`src/inc/sdl_regs.svh`:
```
// Notes on behaviour
// - latch ten input bits each word clock
// - edge select high rising, low falling
// - drive enable low floats serial outputs
// - sleep low stops logic, floats outputs
// - training request sends at least 1024 symbols
// - held request keeps symbols flowing
// - two training requests are ORed
// - recovered edge select picks strobe edge
// - lock flag low when locked
// - recovered clock strobes each output word
// - output enable low floats word, clock
// - locks after training with reference running
// - not locked floats word and clock
// - four bad frames in row lose lock
// - two clock bits frame each word
`ifndef SDL_REGS_SVH
`define SDL_REGS_SVH

// register word offsets
`define SDL_ADDR_STATUS    8'h00
`define SDL_ADDR_IRQ_STAT  8'h04
`define SDL_ADDR_IRQ_MASK  8'h08

// status fields
`define SDL_ST_LOCKED      0
`define SDL_ST_TRAINING    1
`define SDL_ST_TX_SLEEP    2
`define SDL_ST_RX_SLEEP    3
`define SDL_ST_REF_OK      4

// interrupt event bits
`define SDL_EV_LOCK        0
`define SDL_EV_UNLOCK      1
`define SDL_EV_TRAIN_DONE  2
`define SDL_IRQ_MASK_RST   3'h0

// framing and counts
`define SDL_FRAME_BITS     4'hc
`define SDL_SYNC_WORD      10'h3e0
`define SDL_TRAIN_MIN      11'h400
`define SDL_LOSS_FRAMES    3'h4
`define SDL_ACQ_FRAMES     3'h4
`define SDL_IDLE_LIMIT     5'h18
`define SDL_REF_LIMIT      5'h1f
`define SDL_RCLK_RISE      4'h3
`define SDL_RCLK_FALL      4'h9
`define SDL_RCLK_END       4'hb

`endif

```
`src/inc/sdl_pkg.sv`:
```
package sdl_pkg;

    typedef enum logic [0:0] {
        SDL_RX_IDLE,
        SDL_RX_BITS
    } sdl_rx_e;

    typedef struct packed {
        logic        transmit_word_clock_prev;
        logic [11:0] tx_shreg;
        logic [3:0]  tx_bits;
        logic        train_act;
        logic [10:0] train_cnt;
        sdl_rx_e     rx_state;
        logic [10:0] rx_shreg;
        logic [3:0]  rx_cnt;
        logic [4:0]  rx_wait;
        logic [2:0]  good_cnt;
        logic [2:0]  bad_cnt;
        logic        locked;
        logic        ref_prev;
        logic [4:0]  ref_idle;
        logic [9:0]  word;
        logic [3:0]  rclk_phase;
        logic        rclk;
        logic [2:0]  irq_stat;
        logic [2:0]  irq_mask;
        logic [31:0] rdata;
    } sdl_state_s;

endpackage

```
`src/core/sdl_link.sv`:
```
// The register addresses and strobed register access were decided locally.
`timescale 1ns/1ns
`include "sdl_regs.svh"

module sdl_link
    import sdl_pkg::*;
(
    // clock and reset
    input  wire logic        clk,
    input  wire logic        reset_n,
    // serializer parallel side
    input  wire logic        transmit_word_clock,
    input  wire logic        transmit_edge_select,
    input  wire logic [9:0]  tx_word_in,
    input  wire logic        training_request_a,
    input  wire logic        training_request_b,
    input  wire logic        serial_drive_enable,
    input  wire logic        tx_sleep_request_n,
    // serializer serial side
    output logic             serial_out_pos,
    output logic             serial_out_neg,
    output logic             serial_out_oe,
    // deserializer serial side
    input  wire logic        serial_in_pos,
    input  wire logic        serial_in_neg,
    input  wire logic        receiver_reference_clock,
    // deserializer parallel side
    input  wire logic        recovered_edge_select,
    input  wire logic        parallel_output_enable,
    input  wire logic        rx_sleep_request_n,
    output logic [9:0]       parallel_word_out,
    output logic             parallel_word_oe,
    output logic             recovered_clock,
    output logic             recovered_clock_oe,
    output logic             lock_n,
    output logic             lock_oe,
    // register port
    input  wire logic [7:0]  reg_addr,
    input  wire logic [31:0] reg_wdata,
    input  wire logic        reg_write,
    input  wire logic        reg_read,
    output logic [31:0]      reg_rdata,
    output logic             irq
);

    sdl_state_s st;
    sdl_state_s next_st;

    logic       capture;
    logic       train_req;
    logic       rx_bit;
    logic       ref_ok;
    logic       frame_done;
    logic       frame_good;
    logic       frame_bad;
    logic [2:0] events;
    logic       base_high;

    always_comb
    begin
        next_st = st;
        events  = 3'h0;

        capture = transmit_edge_select
                ? (transmit_word_clock & ~st.transmit_word_clock_prev)
                : (~transmit_word_clock & st.transmit_word_clock_prev);
        train_req = training_request_a | training_request_b;
        rx_bit    = serial_in_pos & ~serial_in_neg;
        ref_ok    = (st.ref_idle != `SDL_REF_LIMIT);

        next_st.transmit_word_clock_prev = transmit_word_clock;

        // serial shifter runs one bit per clock; line rests low
        if (st.tx_bits != 4'h0)
        begin
            next_st.tx_shreg = {st.tx_shreg[10:0], 1'b0};
            next_st.tx_bits  = st.tx_bits - 4'h1;
        end

        if (train_req && !st.train_act)
        begin
            next_st.train_act = 1'b1;
            next_st.train_cnt = 11'h0;
        end

        if (capture)
        begin
            next_st.tx_shreg = {1'b1,
                                st.train_act ? `SDL_SYNC_WORD : tx_word_in,
                                1'b0};
            next_st.tx_bits  = `SDL_FRAME_BITS;
            // count stops at the minimum so a long hold cannot wrap
            if (st.train_act && st.train_cnt != `SDL_TRAIN_MIN)
                next_st.train_cnt = st.train_cnt + 11'h1;
        end

        if (st.train_act && st.train_cnt == `SDL_TRAIN_MIN && !train_req)
        begin
            next_st.train_act = 1'b0;
            events[`SDL_EV_TRAIN_DONE] = 1'b1;
        end

        if (!tx_sleep_request_n)
        begin
            next_st.tx_shreg  = 12'h0;
            next_st.tx_bits   = 4'h0;
            next_st.train_act = 1'b0;
            next_st.train_cnt = 11'h0;
        end

        // reference clock activity watch
        next_st.ref_prev = receiver_reference_clock;
        if (receiver_reference_clock != st.ref_prev)
            next_st.ref_idle = 5'h0;
        else if (st.ref_idle != `SDL_REF_LIMIT)
            next_st.ref_idle = st.ref_idle + 5'h1;

        // frame receiver: start bit, ten data bits, stop bit
        frame_done = 1'b0;
        frame_good = 1'b0;
        frame_bad  = 1'b0;
        unique case (st.rx_state)
            SDL_RX_IDLE:
            begin
                if (rx_bit)
                begin
                    next_st.rx_state = SDL_RX_BITS;
                    next_st.rx_cnt   = 4'h0;
                    next_st.rx_wait  = 5'h0;
                end
                else if (st.rx_wait == `SDL_IDLE_LIMIT)
                begin
                    // a silent line counts as a frame without clock bits
                    frame_bad       = 1'b1;
                    next_st.rx_wait = 5'h0;
                end
                else
                    next_st.rx_wait = st.rx_wait + 5'h1;
            end
            SDL_RX_BITS:
            begin
                next_st.rx_shreg = {st.rx_shreg[9:0], rx_bit};
                next_st.rx_cnt   = st.rx_cnt + 4'h1;
                if (st.rx_cnt == `SDL_FRAME_BITS - 4'h2)
                begin
                    frame_done       = 1'b1;
                    next_st.rx_state = SDL_RX_IDLE;
                    next_st.rx_wait  = 5'h0;
                end
            end
        endcase
        if (frame_done)
        begin
            frame_good = ~rx_bit;
            frame_bad  = rx_bit;
        end

        if (frame_good)
        begin
            next_st.bad_cnt = 3'h0;
            if (!st.locked && ref_ok)
            begin
                next_st.good_cnt = st.good_cnt + 3'h1;
                if (st.good_cnt == `SDL_ACQ_FRAMES - 3'h1)
                begin
                    next_st.locked   = 1'b1;
                    next_st.good_cnt = 3'h0;
                    events[`SDL_EV_LOCK] = 1'b1;
                end
            end
            if (st.locked || st.good_cnt == `SDL_ACQ_FRAMES - 3'h1)
            begin
                // new word starts a recovered clock cycle
                next_st.word       = st.rx_shreg[9:0];
                next_st.rclk_phase = 4'h0;
            end
        end
        else if (frame_bad)
        begin
            next_st.good_cnt = 3'h0;
            if (st.locked)
            begin
                // four bad frames in a row
                next_st.bad_cnt = st.bad_cnt + 3'h1;
                if (st.bad_cnt == `SDL_LOSS_FRAMES - 3'h1)
                begin
                    next_st.locked  = 1'b0;
                    next_st.bad_cnt = 3'h0;
                    events[`SDL_EV_UNLOCK] = 1'b1;
                end
            end
        end
        // a stalled reference leaves no timebase to trust
        if (!ref_ok && st.locked)
        begin
            next_st.locked = 1'b0;
            events[`SDL_EV_UNLOCK] = 1'b1;
        end

        if (frame_good == 1'b0 && st.rclk_phase != `SDL_RCLK_END)
            next_st.rclk_phase = st.rclk_phase + 4'h1;

        base_high = (next_st.rclk_phase >= `SDL_RCLK_RISE)
                  && (next_st.rclk_phase < `SDL_RCLK_FALL);
        next_st.rclk = recovered_edge_select ? base_high : ~base_high;

        if (!rx_sleep_request_n)
        begin
            next_st.rx_state   = SDL_RX_IDLE;
            next_st.rx_cnt     = 4'h0;
            next_st.rx_wait    = 5'h0;
            next_st.good_cnt   = 3'h0;
            next_st.bad_cnt    = 3'h0;
            next_st.locked     = 1'b0;
            next_st.rclk_phase = `SDL_RCLK_END;
            events[`SDL_EV_UNLOCK] = st.locked;
        end

        // register port; the answer stands for one cycle only
        next_st.rdata = 32'h0;
        if (reg_write && reg_addr == `SDL_ADDR_IRQ_MASK)
            next_st.irq_mask = reg_wdata[2:0];
        next_st.irq_stat = st.irq_stat;
        if (reg_read)
        begin
            unique case (reg_addr)
                `SDL_ADDR_STATUS:
                begin
                    next_st.rdata[`SDL_ST_LOCKED]   = st.locked;
                    next_st.rdata[`SDL_ST_TRAINING] = st.train_act;
                    next_st.rdata[`SDL_ST_TX_SLEEP] = ~tx_sleep_request_n;
                    next_st.rdata[`SDL_ST_RX_SLEEP] = ~rx_sleep_request_n;
                    next_st.rdata[`SDL_ST_REF_OK]   = ref_ok;
                end
                `SDL_ADDR_IRQ_STAT:
                begin
                    next_st.rdata[2:0] = st.irq_stat;
                    next_st.irq_stat   = 3'h0;
                end
                `SDL_ADDR_IRQ_MASK:
                    next_st.rdata[2:0] = st.irq_mask;
                default:
                    next_st.rdata = 32'h0;
            endcase
        end
        // events landing on a clearing read survive it
        next_st.irq_stat = next_st.irq_stat | events;
    end

    always_ff @(posedge clk or negedge reset_n)
    begin
        if (!reset_n)
        begin
            // each field named once, none written twice on reset
            st.transmit_word_clock_prev  <= 1'b0;
            st.tx_shreg   <= 12'h0;
            st.tx_bits    <= 4'h0;
            st.train_act  <= 1'b0;
            st.train_cnt  <= 11'h0;
            st.rx_state   <= SDL_RX_IDLE;
            st.rx_shreg   <= 11'h0;
            st.rx_cnt     <= 4'h0;
            st.rx_wait    <= 5'h0;
            st.good_cnt   <= 3'h0;
            st.bad_cnt    <= 3'h0;
            st.locked     <= 1'b0;
            st.ref_prev   <= 1'b0;
            st.ref_idle   <= 5'h0;
            st.word       <= 10'h0;
            st.rclk_phase <= `SDL_RCLK_END;
            st.rclk       <= 1'b0;
            st.irq_stat   <= 3'h0;
            st.irq_mask   <= `SDL_IRQ_MASK_RST;
            st.rdata      <= 32'h0;
        end
        else
            st <= next_st;
    end

    // drive enable and sleep float the pair
    assign serial_out_oe  = serial_drive_enable & tx_sleep_request_n;
    assign serial_out_pos = st.tx_shreg[11];
    assign serial_out_neg = ~st.tx_shreg[11];

    assign lock_n  = ~st.locked;
    assign lock_oe = rx_sleep_request_n;

    assign parallel_word_oe   = parallel_output_enable & rx_sleep_request_n
                              & st.locked;
    assign recovered_clock_oe = parallel_word_oe;
    assign parallel_word_out  = st.word;
    assign recovered_clock    = st.rclk;

    assign reg_rdata = st.rdata;
    assign irq       = |(st.irq_stat & st.irq_mask);

endmodule // sdl_link

```
`config.mk`:
```
export PLATFORM = sky130hd
export DESIGN_NAME = sdl_link
export DESIGN_NICKNAME = d
export VERILOG_FILES = /design/src/inc/sdl_pkg.sv /design/src/core/sdl_link.sv
export VERILOG_INCLUDE_DIRS = /design/src /design/src/inc
export SDC_FILE = /design/constraint.sdc
export NUM_CORES = 1
export LEC_CHECK = 0
export BUFFER_PORTS_ARGS = -buffer_cell sky130_fd_sc_hd__buf_2
export CORE_UTILIZATION = 55
export CTS_CLUSTER_DIAMETER = 200
export CTS_CLUSTER_SIZE = 20
export DETAILED_ROUTE_END_ITERATION = 10
export PLACE_DENSITY = 0.86
export SETUP_SLACK_MARGIN = 0.4
export SLEW_MARGIN = 20
export SYNTH_ARGS = -nofsm -noshare
export SYNTH_HDL_FRONTEND = slang
export SYNTH_SLANG_ARGS = --single-unit
```
`constraint.sdc`:
```
create_clock -name clk -period 5.3 [get_ports clk]
set_input_delay 0.265 -clock clk [delete_from_list [all_inputs] [get_ports clk]]
set_output_delay 0.265 -clock clk [all_outputs]
set_load 0.03 [all_outputs]
```
==> flow_metrics.py, run 1 <==
metrics = {
    "outcome": {
        "status": "finished, final reports clean",
    },
    "place": {
        "post_dp_cell_area_um2": 4900,
        "routabilityCongestion": 0.8142,
        "place_hpwl_um": 6209,
        "numPortBuffers": 60,
    },
    "finish": {
        "antennaDiodeCount": 0,
        "final_nets": 589,
        "finalInstanceArea_um2": 5129,
        "drive_gt1_frac": 0.2359,
        "syn_to_final_growth_pct": 7.135,
    },
    "floorplan": {
        "die_area_um2": 9081,
        "rows": 33,
        "dieWidth_um": 95.30,
        "core_area_um2": 8299,
        "start_util": 0.5768,
        "die_y_um": 95.30,
        "ios": 117,
    },
    "min_path": {
        "hold_path_class": "in2reg",
        "hold_depth": 1,
    },
    "setup_path": {
        "crit_path_start_kind": "register",
        "worstPathRequired_ps": 5580,
        "crit_fanout": 24,
        "worst_setup_path_end_kind": "register",
        "cp_top_family": "compound AO/OA/AOI/OAI gates",
        "crit_type": "reg2reg",
        "crit_slowest_cell": "dfrtp_1",
        "max_stage_delay_ps": 850,
        "rr_worst_depth": 5,
        "cp.depth": 5,
        "crit_chain": "and4b_1 > o211ai_1 > o311ai_1 > a211oi_1 > nor4_2",
        "path_buf_inv": 0,
        "cp.arrival_ps": 3000,
    },
    "synth": {
        "synthFlopType": "dfrtp_1",
        "synth_cell_types": 66,
        "synth-async-reset-ratio": 1.000,
        "synth_top_area_frac": 0.4391,
        "synthCells": 473,
        "synth.yosys.seq_area_share": 0.4556,
        "synth_area_leaders": "dfrtp_1, buf_4, mux2_2, ha_1, nand2_1",
        "synth_edf_count": 0,
        "syn_area_per_cell_um2": 10.12,
        "yosysWarnings": 0,
        "synth_area_um2": 4787,
        "ys_ff_latch": 87,
        "yosysTopAreaCell": "dfrtp_1",
    },
    "power_and_ir_drop": {
        "power_frac_comb": 0.223,
        "powerDensity_nw_per_um2": 326.4,
        "sw_frac_of_total": 0.3125,
        "clkPwrFrac": 0.296,
        "peakVddDrop_mv": 0.1983,
        "switchingPower_uw": 523.1,
        "seq_power_share": 0.480,
        "p_leak_uw": 0.002434,
        "p_int_uw": 1151,
    },
    "global_route": {
        "grt.total_usage": 0.2119,
        "overflow": 0,
        "grt_max_degree": 88,
        "first_global_vias": 3312,
        "grt_pass1_wl_um": 14810,
        "antenna_found_initial": 0,
    },
    "clocking": {
        "root_buffer": "clkbuf_8",
        "htreeDepth": 3,
        "numClockSinks": 87,
        "hold_buffers": 0,
        "clkTransAtPathRegs_ps": 90,
        "clockBufferDepth": 2,
        "cts_setup_buffers": 0,
        "cts_tree": "built",
        "cts.repair.resized": 0,
        "clkLatencyLatePin_ps": 370,
        "cts_buffers": 9,
    },
    "detailed_routing": {
        "first_pass_iters": 4,
        "first_iter_violations": 233,
        "ant_nets": 0,
        "via_per_inst": 5.600,
        "drc": 0,
        "routedWlPerCell_um": 14.53,
        "vias": 3461,
        "wirelength_um": 8977,
    },
    "sta": {
        "worst_slew_pin_slew_ps": 1083,
        "whs_ps": 28.44,
        "period_minus_slack_ps": 2721,
        "timing.fmax_mhz": 367.6,
        "max_slew_margin": 0.2748,
        "setup_viol": 0,
        "finalCritPeriodShare": 0.5133,
        "hold_viol_final": 0,
        "maxSlewViolCount": 0,
        "rsz0062_at_grt": "no",
        "fin_setup_tns_ps": 0,
        "fin_skew_ps": 12.74,
    },
    "flow_run": {
        "drv_cap": 0,
    },
}
[area by class of cell]
class                   count  area (µm²)
fillers                   655        3171
clock buffers              12       135.1
inverters                  16       60.06
clock inverters             4       72.57
flip-flops and latches     87        2181
multi-input cells         333        2232
repair buffers             61       316.6
well taps                 105       131.4
[cell usage in the layout (no fill, tap or decap), drive strengths merged, types with 4 or more instances in the layout]
cell type   n
nor4        8
nor3b       4
inv        16
a311oi      9
nand4       5
mux2       28
nand2      46
nor2b       9
buf        60
xor2        9
and2        4
ha         15
o211ai      4
conb       27
a31oi       4
nor3       13
a211oi      5
xnor2       4
dfrtp      84
clkbuf     12
a21oi      24
nor2       35
or2         5
mux2i       6
o21ai      10
and3        5
nand3      15
[per-stage QoR]
step | util | instances | worst slack (ps) | total power, µW
after detailed placement | 0.5904 | 601 | 2601 | 1187
after CTS | 0.6154 | 617 | 2574 | 1681
after global routing | 0.6180 | 618 | 2375 | 1767
after floorplan | - | 499 | 3179 | 1105
final | 0.6180 | 618 | 2579 | 1674
after global placement | 0.5904 | 601 | 2713 | 1164
[worst paths after layout]
path | startpoint | end | slack, ps
max | st[86]$_DFF_PN0_ | recovered_clock$_DFF_PN0_ | 2580
min | transmit_word_clock | st[115]$_DFF_PN0_ | 30
max reg2reg | st[86]$_DFF_PN0_ | recovered_clock$_DFF_PN0_ | 2580
min reg2reg | parallel_word_out[7]$_DFFE_PN0P_ | parallel_word_out[7]$_DFFE_PN0P_ | 510
max in group asynchronous | reset_n | st[90]$_DFF_PN0_ | 4260
min in group asynchronous | reset_n | st[83]$_DFFE_PN0P_ | 500
[worst register-to-register path, delay by kind of cell (launching register included)]
family | cells | cell delay, ps
AOI/OAI and AO/OA | 3 | 980
DFF | 1 | 850
and+or+nand+nor | 2 | 800
[state kept, by name, summed over array words and instances (netlist names)]
name / flops
parallel_word_out: 10
st: 70
serial_out_pos: 1
reg_rdata: 5
recovered_clock: 1
[Yosys cell counts, drive strengths merged (5+ instances only)]
| cell | count |
|---|---|
| nor2b | 9 |
| a311oi | 9 |
| nor4 | 8 |
| a21oi | 24 |
| dfrtp | 84 |
| o21ai | 10 |
| buf | 50 |
| nor3 | 13 |
| mux2 | 28 |
| nand3 | 15 |
| xor2 | 9 |
| nand2 | 46 |
| nand4 | 5 |
| and3 | 5 |
| nor2 | 35 |
| a211oi | 5 |
| ha | 15 |
| mux2i | 6 |
| inv | 16 |
| or2 | 5 |
| clkbuf | 13 |
[routing by layer]
layer | wire length, µm | GRT usage
met2 | 4529 | 0.3530
met3 | 414 | 0.03748
met1 | 3868 | 0.2651
met4 | 165 | 0.1061
met5 | 0 | 0
[kinds of logic after synthesis]
kind of cell	synth area share
other	0.0007834
AO/OA/AOI/OAI	0.1153
AND/OR/NAND/NOR	0.1869
multiplexers	0.07841
XOR/XNOR	0.02378
adder cells (fa/ha/maj)	0.03921
flip-flops	0.4556
buffers and inverters	0.1001
[power by group through the flow]
stage,clock (µW),sequential (µW),combinational [µW]
2_1_floorplan,0,807,298
3_3_place_gp,0,811,353
3_5_place_dp,0,817,370
4_1_cts,505,804,372
5_1_grt,531,815,420
6_report,496,804,374
Power figures use the tool's default switching activity.
==> inputs of run 2 (changes only) <==
Settings changed: CORE_UTILIZATION 55 to 49, PLACE_DENSITY 0.86 to 0.81.
Clock period 5.3 ns to 2.5 ns, I/O delays scaled along.
==> run 2 against run 1 <==
Total power increased by 120%. First-iteration DRC count decreased by 20%. Clock skew decreased by 3.2 ps. Non-clock buffer count increased by 19. Global-route usage decreased by 1.2 points. Setup slack got worse by 2100 ps. Critical path type unchanged.
==> flow_metrics.py, run 2 (synthesis gave the netlist of run 1 again) <==
metrics = {
    "place": {
        "place_hpwl_um": 6587,
        "place_ws_ps": 329.1,
        "numPortBuffers": 60,
        "routabilityCongestion": 0.8574,
        "post_dp_cell_area_um2": 5012,
    },
    "setup_path": {
        "crit_fanout": 8,
        "crit_type": "reg2reg",
        "critical_path.startpoint": "st[71]$_DFFE_PN0P_",
        "cp.arrival_ps": 2310,
        "crit_path_start_kind": "register",
        "crit_end": "recovered_clock$_DFF_PN0_",
        "rrSetupSlack_ps": 450,
        "worst_setup_path_end_kind": "register",
        "rr_worst_depth": 7,
        "reg2reg_from": "st[71]$_DFFE_PN0P_",
        "r2r_end": "recovered_clock$_DFF_PN0_",
        "worstPathRequired_ps": 2760,
    },
    "sta": {
        "worst_slew_pin_slew_ps": 834.6,
        "finalCritPeriodShare": 0.8200,
        "whs_ps": 16.80,
        "setup_viol": 0,
        "finalWorstSetupSlack_ps": 450.0,
        "rsz0062_at_grt": "yes",
        "max_slew_margin": 0.4425,
        "hold_viol_final": 0,
        "fin_setup_tns_ps": 0,
        "maxSlewViolCount": 0,
        "period_minus_slack_ps": 2050,
        "fin_skew_ps": 9.559,
        "timing.fmax_mhz": 487.8,
    },
    "global_route": {
        "grt_max_degree": 48,
        "overflow": 0,
        "antenna_found_initial": 0,
        "grt.total_usage": 0.2001,
        "grt_pass1_wl_um": 15920,
        "first_global_vias": 3508,
    },
    "detailed_routing": {
        "ant_nets": 0,
        "drc": 0,
        "wirelength_um": 9439,
        "first_pass_iters": 4,
        "first_iter_violations": 186,
        "vias": 3589,
        "via_per_inst": 5.446,
        "routedWlPerCell_um": 14.32,
    },
    "finish": {
        "antennaDiodeCount": 0,
        "fillCellCount": 809,
        "final_nets": 608,
        "top_register": "st",
        "largest_register_ffs": 70,
        "syn_to_final_growth_pct": 12.57,
        "final_common_cell": "dfrtp_1",
        "final_cell_mix": "dfrtp_1, buf_2, nand2_1",
        "drive_gt1_frac": 0.2755,
        "finalInstanceArea_um2": 5389,
    },
    "outcome": {
        "status": "finished, final reports clean",
    },
    "floorplan": {
        "ios": 117,
        "die_area_um2": 10170,
        "die_y_um": 100.8,
        "dieWidth_um": 100.8,
        "start_util": 0.5108,
        "rows": 35,
        "core_area_um2": 9371,
    },
    "flow_run": {
        "drv_cap": 0,
    },
    "clocking": {
        "root_buffer": "clkbuf_8",
        "cts_buffers": 9,
        "numClockSinks": 87,
        "cts_tree": "built",
        "clkTransAtPathRegs_ps": 80,
        "clockBufferDepth": 2,
        "htreeDepth": 3,
        "clkLatencyLatePin_ps": 360,
    },
    "power_and_ir_drop": {
        "p_leak_uw": 0.002542,
        "peakVddDrop_mv": 0.3223,
        "powerDensity_nw_per_um2": 685.8,
    },
    "min_path": {
        "hold_depth": 2,
        "hold_path_class": "in2reg",
    },
}
run 2: layer usage:
| metal | global-route usage | vias to the layer above | share of wire |
|---|---|---|---|
| li1 | - | 1705 | - |
| met1 | 0.2545 | 1773 | 0.44 |
| met2 | 0.3398 | 94 | 0.50 |
| met3 | 0.02705 | 17 | 0.041 |
| met4 | 0.09253 | 0 | 0.019 |
| met5 | 0 | - | 0 |
run 2: layout make-up:
cell class                      instances  area [µm²]  share of cell area
Timing Repair Buffer                   80       467.9             0.08684
Tap cell                              129       161.4             0.02995
Clock inverter                          4       95.09             0.01765
Inverter                               16       60.06             0.01114
Sequential cell                        87        2181              0.4047
Multi-Input combinational cell        333        2286              0.4242
Clock buffer                           10       137.6             0.02554
run 2: worst min path at each step:
| stage | startpoint | endpoint | slack (ps) |
|---|---|---|---|
| global placement | reset_n | parallel_word_out[8]$_DFFE_PN0P_ | 170 |
| detailed placement | reset_n | parallel_word_out[8]$_DFFE_PN0P_ | 170 |
| CTS | reg_addr[3] | reg_rdata[4]$_DFF_PN0_ | 9 |
| finish | reg_addr[3] | reg_rdata[4]$_DFF_PN0_ | 20 |
| floorplan | reset_n | parallel_word_out[0]$_DFFE_PN0P_ | -170 |
| global route | reg_addr[3] | reg_rdata[4]$_DFF_PN0_ | 40 |
run 2: timing repair:
action,in CTS,in global routing
setup endpoints to repair,3,5
endpoints found under the hold margin,46,0
gates resized for setup,3,10
buffers inserted,0,3
hold buffers,6,0
pin swaps,1,5
run 2: stage by stage:
stage | power (µW) | cells | util
floorplan | 2342 | 499 | -
global placement | 2486 | 636 | 0.5348
detailed placement | 2529 | 636 | 0.5348
CTS | 3701 | 656 | 0.5669
global route | 3898 | 659 | 0.5750
finish | 3696 | 659 | 0.5750
run 2: power breakdown:
part | switching (µW) | internal [µW]
Sequential | 121 | 1570
Clock | 481 | 679
Combinational | 509 | 332
Total | 1110 | 2580
run 2: critical path, cell delays in order (launching register included):
cell and delay (ps):
dfrtp_1 410, inv_2 100, ha_4 150, and4b_2 350, a21oi_2 80, o211a_1 230, o311a_1 370, nor4_2 280
==> inputs of run 3 (changes only) <==
Settings changed: ABC_AREA set to 1, CORE_UTILIZATION 49 to 54, PLACE_DENSITY 0.81 to 0.85.
Clock period 2.5 ns to 2.1 ns, I/O delays scaled along.
==> run 3 against run 2 <==
Count of clock-buffer cells in the layout decreased by 1. Final area increased by 2.6%. Total power increased by 19%. Combinational power increased by 51%. Synthesized area decreased by 1.0%. Maximum frequency increased by 12%. Non-clock buffer count increased by 7. Critical path depth increased by 3. Global-route usage increased by 2.2 points. Critical endpoint unchanged. Largest power group unchanged.
==> flow_metrics.py, run 3 <==
metrics = {
    "sta": {
        "period_minus_slack_ps": 1837,
        "maxSlewViolCount": 0,
        "rsz0062_at_grt": "yes",
        "fin_skew_ps": 15.17,
        "max_slew_margin": 0.5823,
        "hold_viol_final": 0,
        "worst_slew_pin_slew_ps": 620.8,
        "finalCritPeriodShare": 0.8748,
        "setup_viol": 0,
        "fin_setup_tns_ps": 0,
        "timing.fmax_mhz": 544.3,
    },
    "synth": {
        "synth_edf_count": 0,
        "synth.yosys.seq_area_share": 0.4603,
        "synth-async-reset-ratio": 1.000,
        "synth_area_leaders": "dfrtp_1, nand2_1, buf_4, inv_1, nor2_1",
        "yosysMostFrequentCell": "nand2_1",
        "synthCells": 579,
        "synth_top_area_frac": 0.4436,
        "yosysWarnings": 0,
        "synthTopCellsByCount": "nand2_1, dfrtp_1, inv_1",
        "yosysTopAreaCell": "dfrtp_1",
        "synth_area_um2": 4738,
        "syn_area_per_cell_um2": 8.184,
        "synth_cell_types": 44,
        "synthFlopType": "dfrtp_1",
        "ys_ff_latch": 87,
    },
    "place": {
        "place_hpwl_um": 6498,
        "routabilityCongestion": 0.8320,
        "numPortBuffers": 60,
    },
    "setup_path": {
        "crit_slowest_cell": "dfrtp_1",
        "crit_fanout": 6,
        "reg2reg_from": "st[59]$_DFFE_PN0P_",
        "rrSetupSlack_ps": 260,
        "cp.arrival_ps": 2070,
        "path_buf_inv": 1,
        "r2r_end": "recovered_clock$_DFF_PN0_",
        "critical_path.startpoint": "st[59]$_DFFE_PN0P_",
        "crit_type": "reg2reg",
        "crit_end": "recovered_clock$_DFF_PN0_",
        "crit_path_start_kind": "register",
        "cp.depth": 10,
        "crit_chain": "inv_1 > nand2_1 > nand3_4 > nand3_2 > nand2_2 > nor2_1 > nand2_1 > nand2_1 > nand2_1 > nand2_1",
        "cp_top_family": "simple AND/OR/NAND/NOR gates",
        "worst_setup_path_end_kind": "register",
        "worst_path_most_repeated_cell": "nand2_1",
        "max_stage_delay_ps": 490,
        "rr_worst_depth": 10,
        "worstPathRequired_ps": 2330,
    },
    "clocking": {
        "cts_tree": "built",
        "numClockSinks": 87,
        "clockBufferDepth": 2,
        "htreeDepth": 3,
        "cts_buffers": 9,
        "clkLatencyLatePin_ps": 350,
        "clkTransAtPathRegs_ps": 90,
        "root_buffer": "clkbuf_8",
    },
    "finish": {
        "syn_to_final_growth_pct": 16.72,
        "largest_register_ffs": 70,
        "antennaDiodeCount": 0,
        "top_register": "st",
        "final_nets": 730,
        "drive_gt1_frac": 0.2569,
        "final_common_cell": "nand2_1",
        "final_cell_mix": "nand2_1, dfrtp_1, inv_1",
        "fillCellCount": 613,
    },
    "detailed_routing": {
        "wirelength_um": 10460,
        "drc": 0,
        "ant_nets": 0,
        "first_iter_violations": 260,
        "first_pass_iters": 5,
        "routedWlPerCell_um": 13.77,
        "vias": 4063,
        "via_per_inst": 5.353,
    },
    "floorplan": {
        "core_area_um2": 8341,
        "ios": 117,
        "die_y_um": 95.67,
        "die_area_um2": 9153,
        "start_util": 0.5681,
        "dieWidth_um": 95.67,
        "rows": 33,
    },
    "power_and_ir_drop": {
        "powerDensity_nw_per_um2": 795.9,
        "finalPower_uw": 4402,
        "p_leak_uw": 0.002773,
        "peakVddDrop_mv": 0.5469,
    },
    "global_route": {
        "grt_pass1_wl_um": 15880,
        "grt.total_usage": 0.2216,
        "first_global_vias": 3782,
        "overflow": 0,
        "grt_max_degree": 53,
        "antenna_found_initial": 0,
    },
    "flow_run": {
        "drv_cap": 0,
    },
    "min_path": {
        "hold_path_class": "in2reg",
    },
    "outcome": {
        "status": "finished, final reports clean",
    },
}
run 3: logic make-up after synthesis:
logic type | synth area share
AO/OA/AOI/OAI | 0.1138
AND/OR/NAND/NOR | 0.2208
buffers and inverters | 0.1466
flip-flops | 0.4603
multiplexers | 0.007129
adder cells (fa/ha/maj) | 0.03961
XOR/XNOR | 0.01109
other | 0.0007914
run 3: metal layers:
metal / vias up / GRT usage / wire (µm)
li1: 1936 / - / -
met1: 1929 / 0.2672 / 4546
met2: 163 / 0.3851 / 5063
met3: 35 / 0.03907 / 568
met4: 0 / 0.1007 / 276
met5: - / 0 / 0
run 3: report_power, final:
group | switching [µW] | total, µW | internal (µW)
registers | 117 | 1970 | 1860
clock network | 609 | 1160 | 552
logic | 819 | 1270 | 451
run 3: how the worst min path moves through the flow:
stage	to	cells past startpoint	slack, ps	from
6_report	st[104]$_DFFE_PN0P_	3	10	tx_word_in[0]
3_5_place_dp	st[97]$_DFF_PN0_	1	90	reset_n
5_1_grt	reg_rdata[0]$_DFF_PN0_	3	30	reg_read
2_1_floorplan	parallel_word_out[0]$_DFFE_PN0P_	0	-190	reset_n
3_3_place_gp	st[97]$_DFF_PN0_	1	90	reset_n
4_1_cts	st[104]$_DFFE_PN0P_	3	7	tx_word_in[0]
run 3: repair_timing:
item                                    CTS  global route
hold buffers                              7             0
gates resized for setup                  20            34
buffers inserted                          6             9
endpoints found under the setup margin   10            28
hold endpoints to repair                 41             0
pin swaps                                 6            14
run 3: per-stage QoR:
| step | instances | hold WS [ps] | setup WS (ps) | utilization | instance area [µm²] |
|---|---|---|---|---|---|
| 6_report | 759 | 12.68 | 262.8 | 0.6631 | 5530 |
| 5_1_grt | 759 | 29.10 | 195.5 | 0.6631 | 5530 |
| 4_1_cts | 750 | 7.374 | 389.3 | 0.6389 | 5329 |
| 3_5_place_dp | 721 | 94.73 | 236.9 | 0.5941 | 4955 |
| 3_3_place_gp | 721 | 90.88 | 328.1 | 0.5941 | 4955 |
| 2_1_floorplan | 605 | -190.6 | 404.5 | - | 4858 |
run 3: cell type report:
type	count	area (µm²)	share of cell area
clock buffers	9	123.9	0.02240
clock inverters	7	72.57	0.01312
inverters	81	309.0	0.05588
multi-input cells	383	2177	0.3937
flip-flops and latches	87	2181	0.3943
well taps	105	131.4	0.02376
repair buffers	87	535.5	0.09683
run 3: worst min-delay path, cell delays in order:
cell     delay, ps
buf_2           70
nand4_1         80
o21ai_0         70
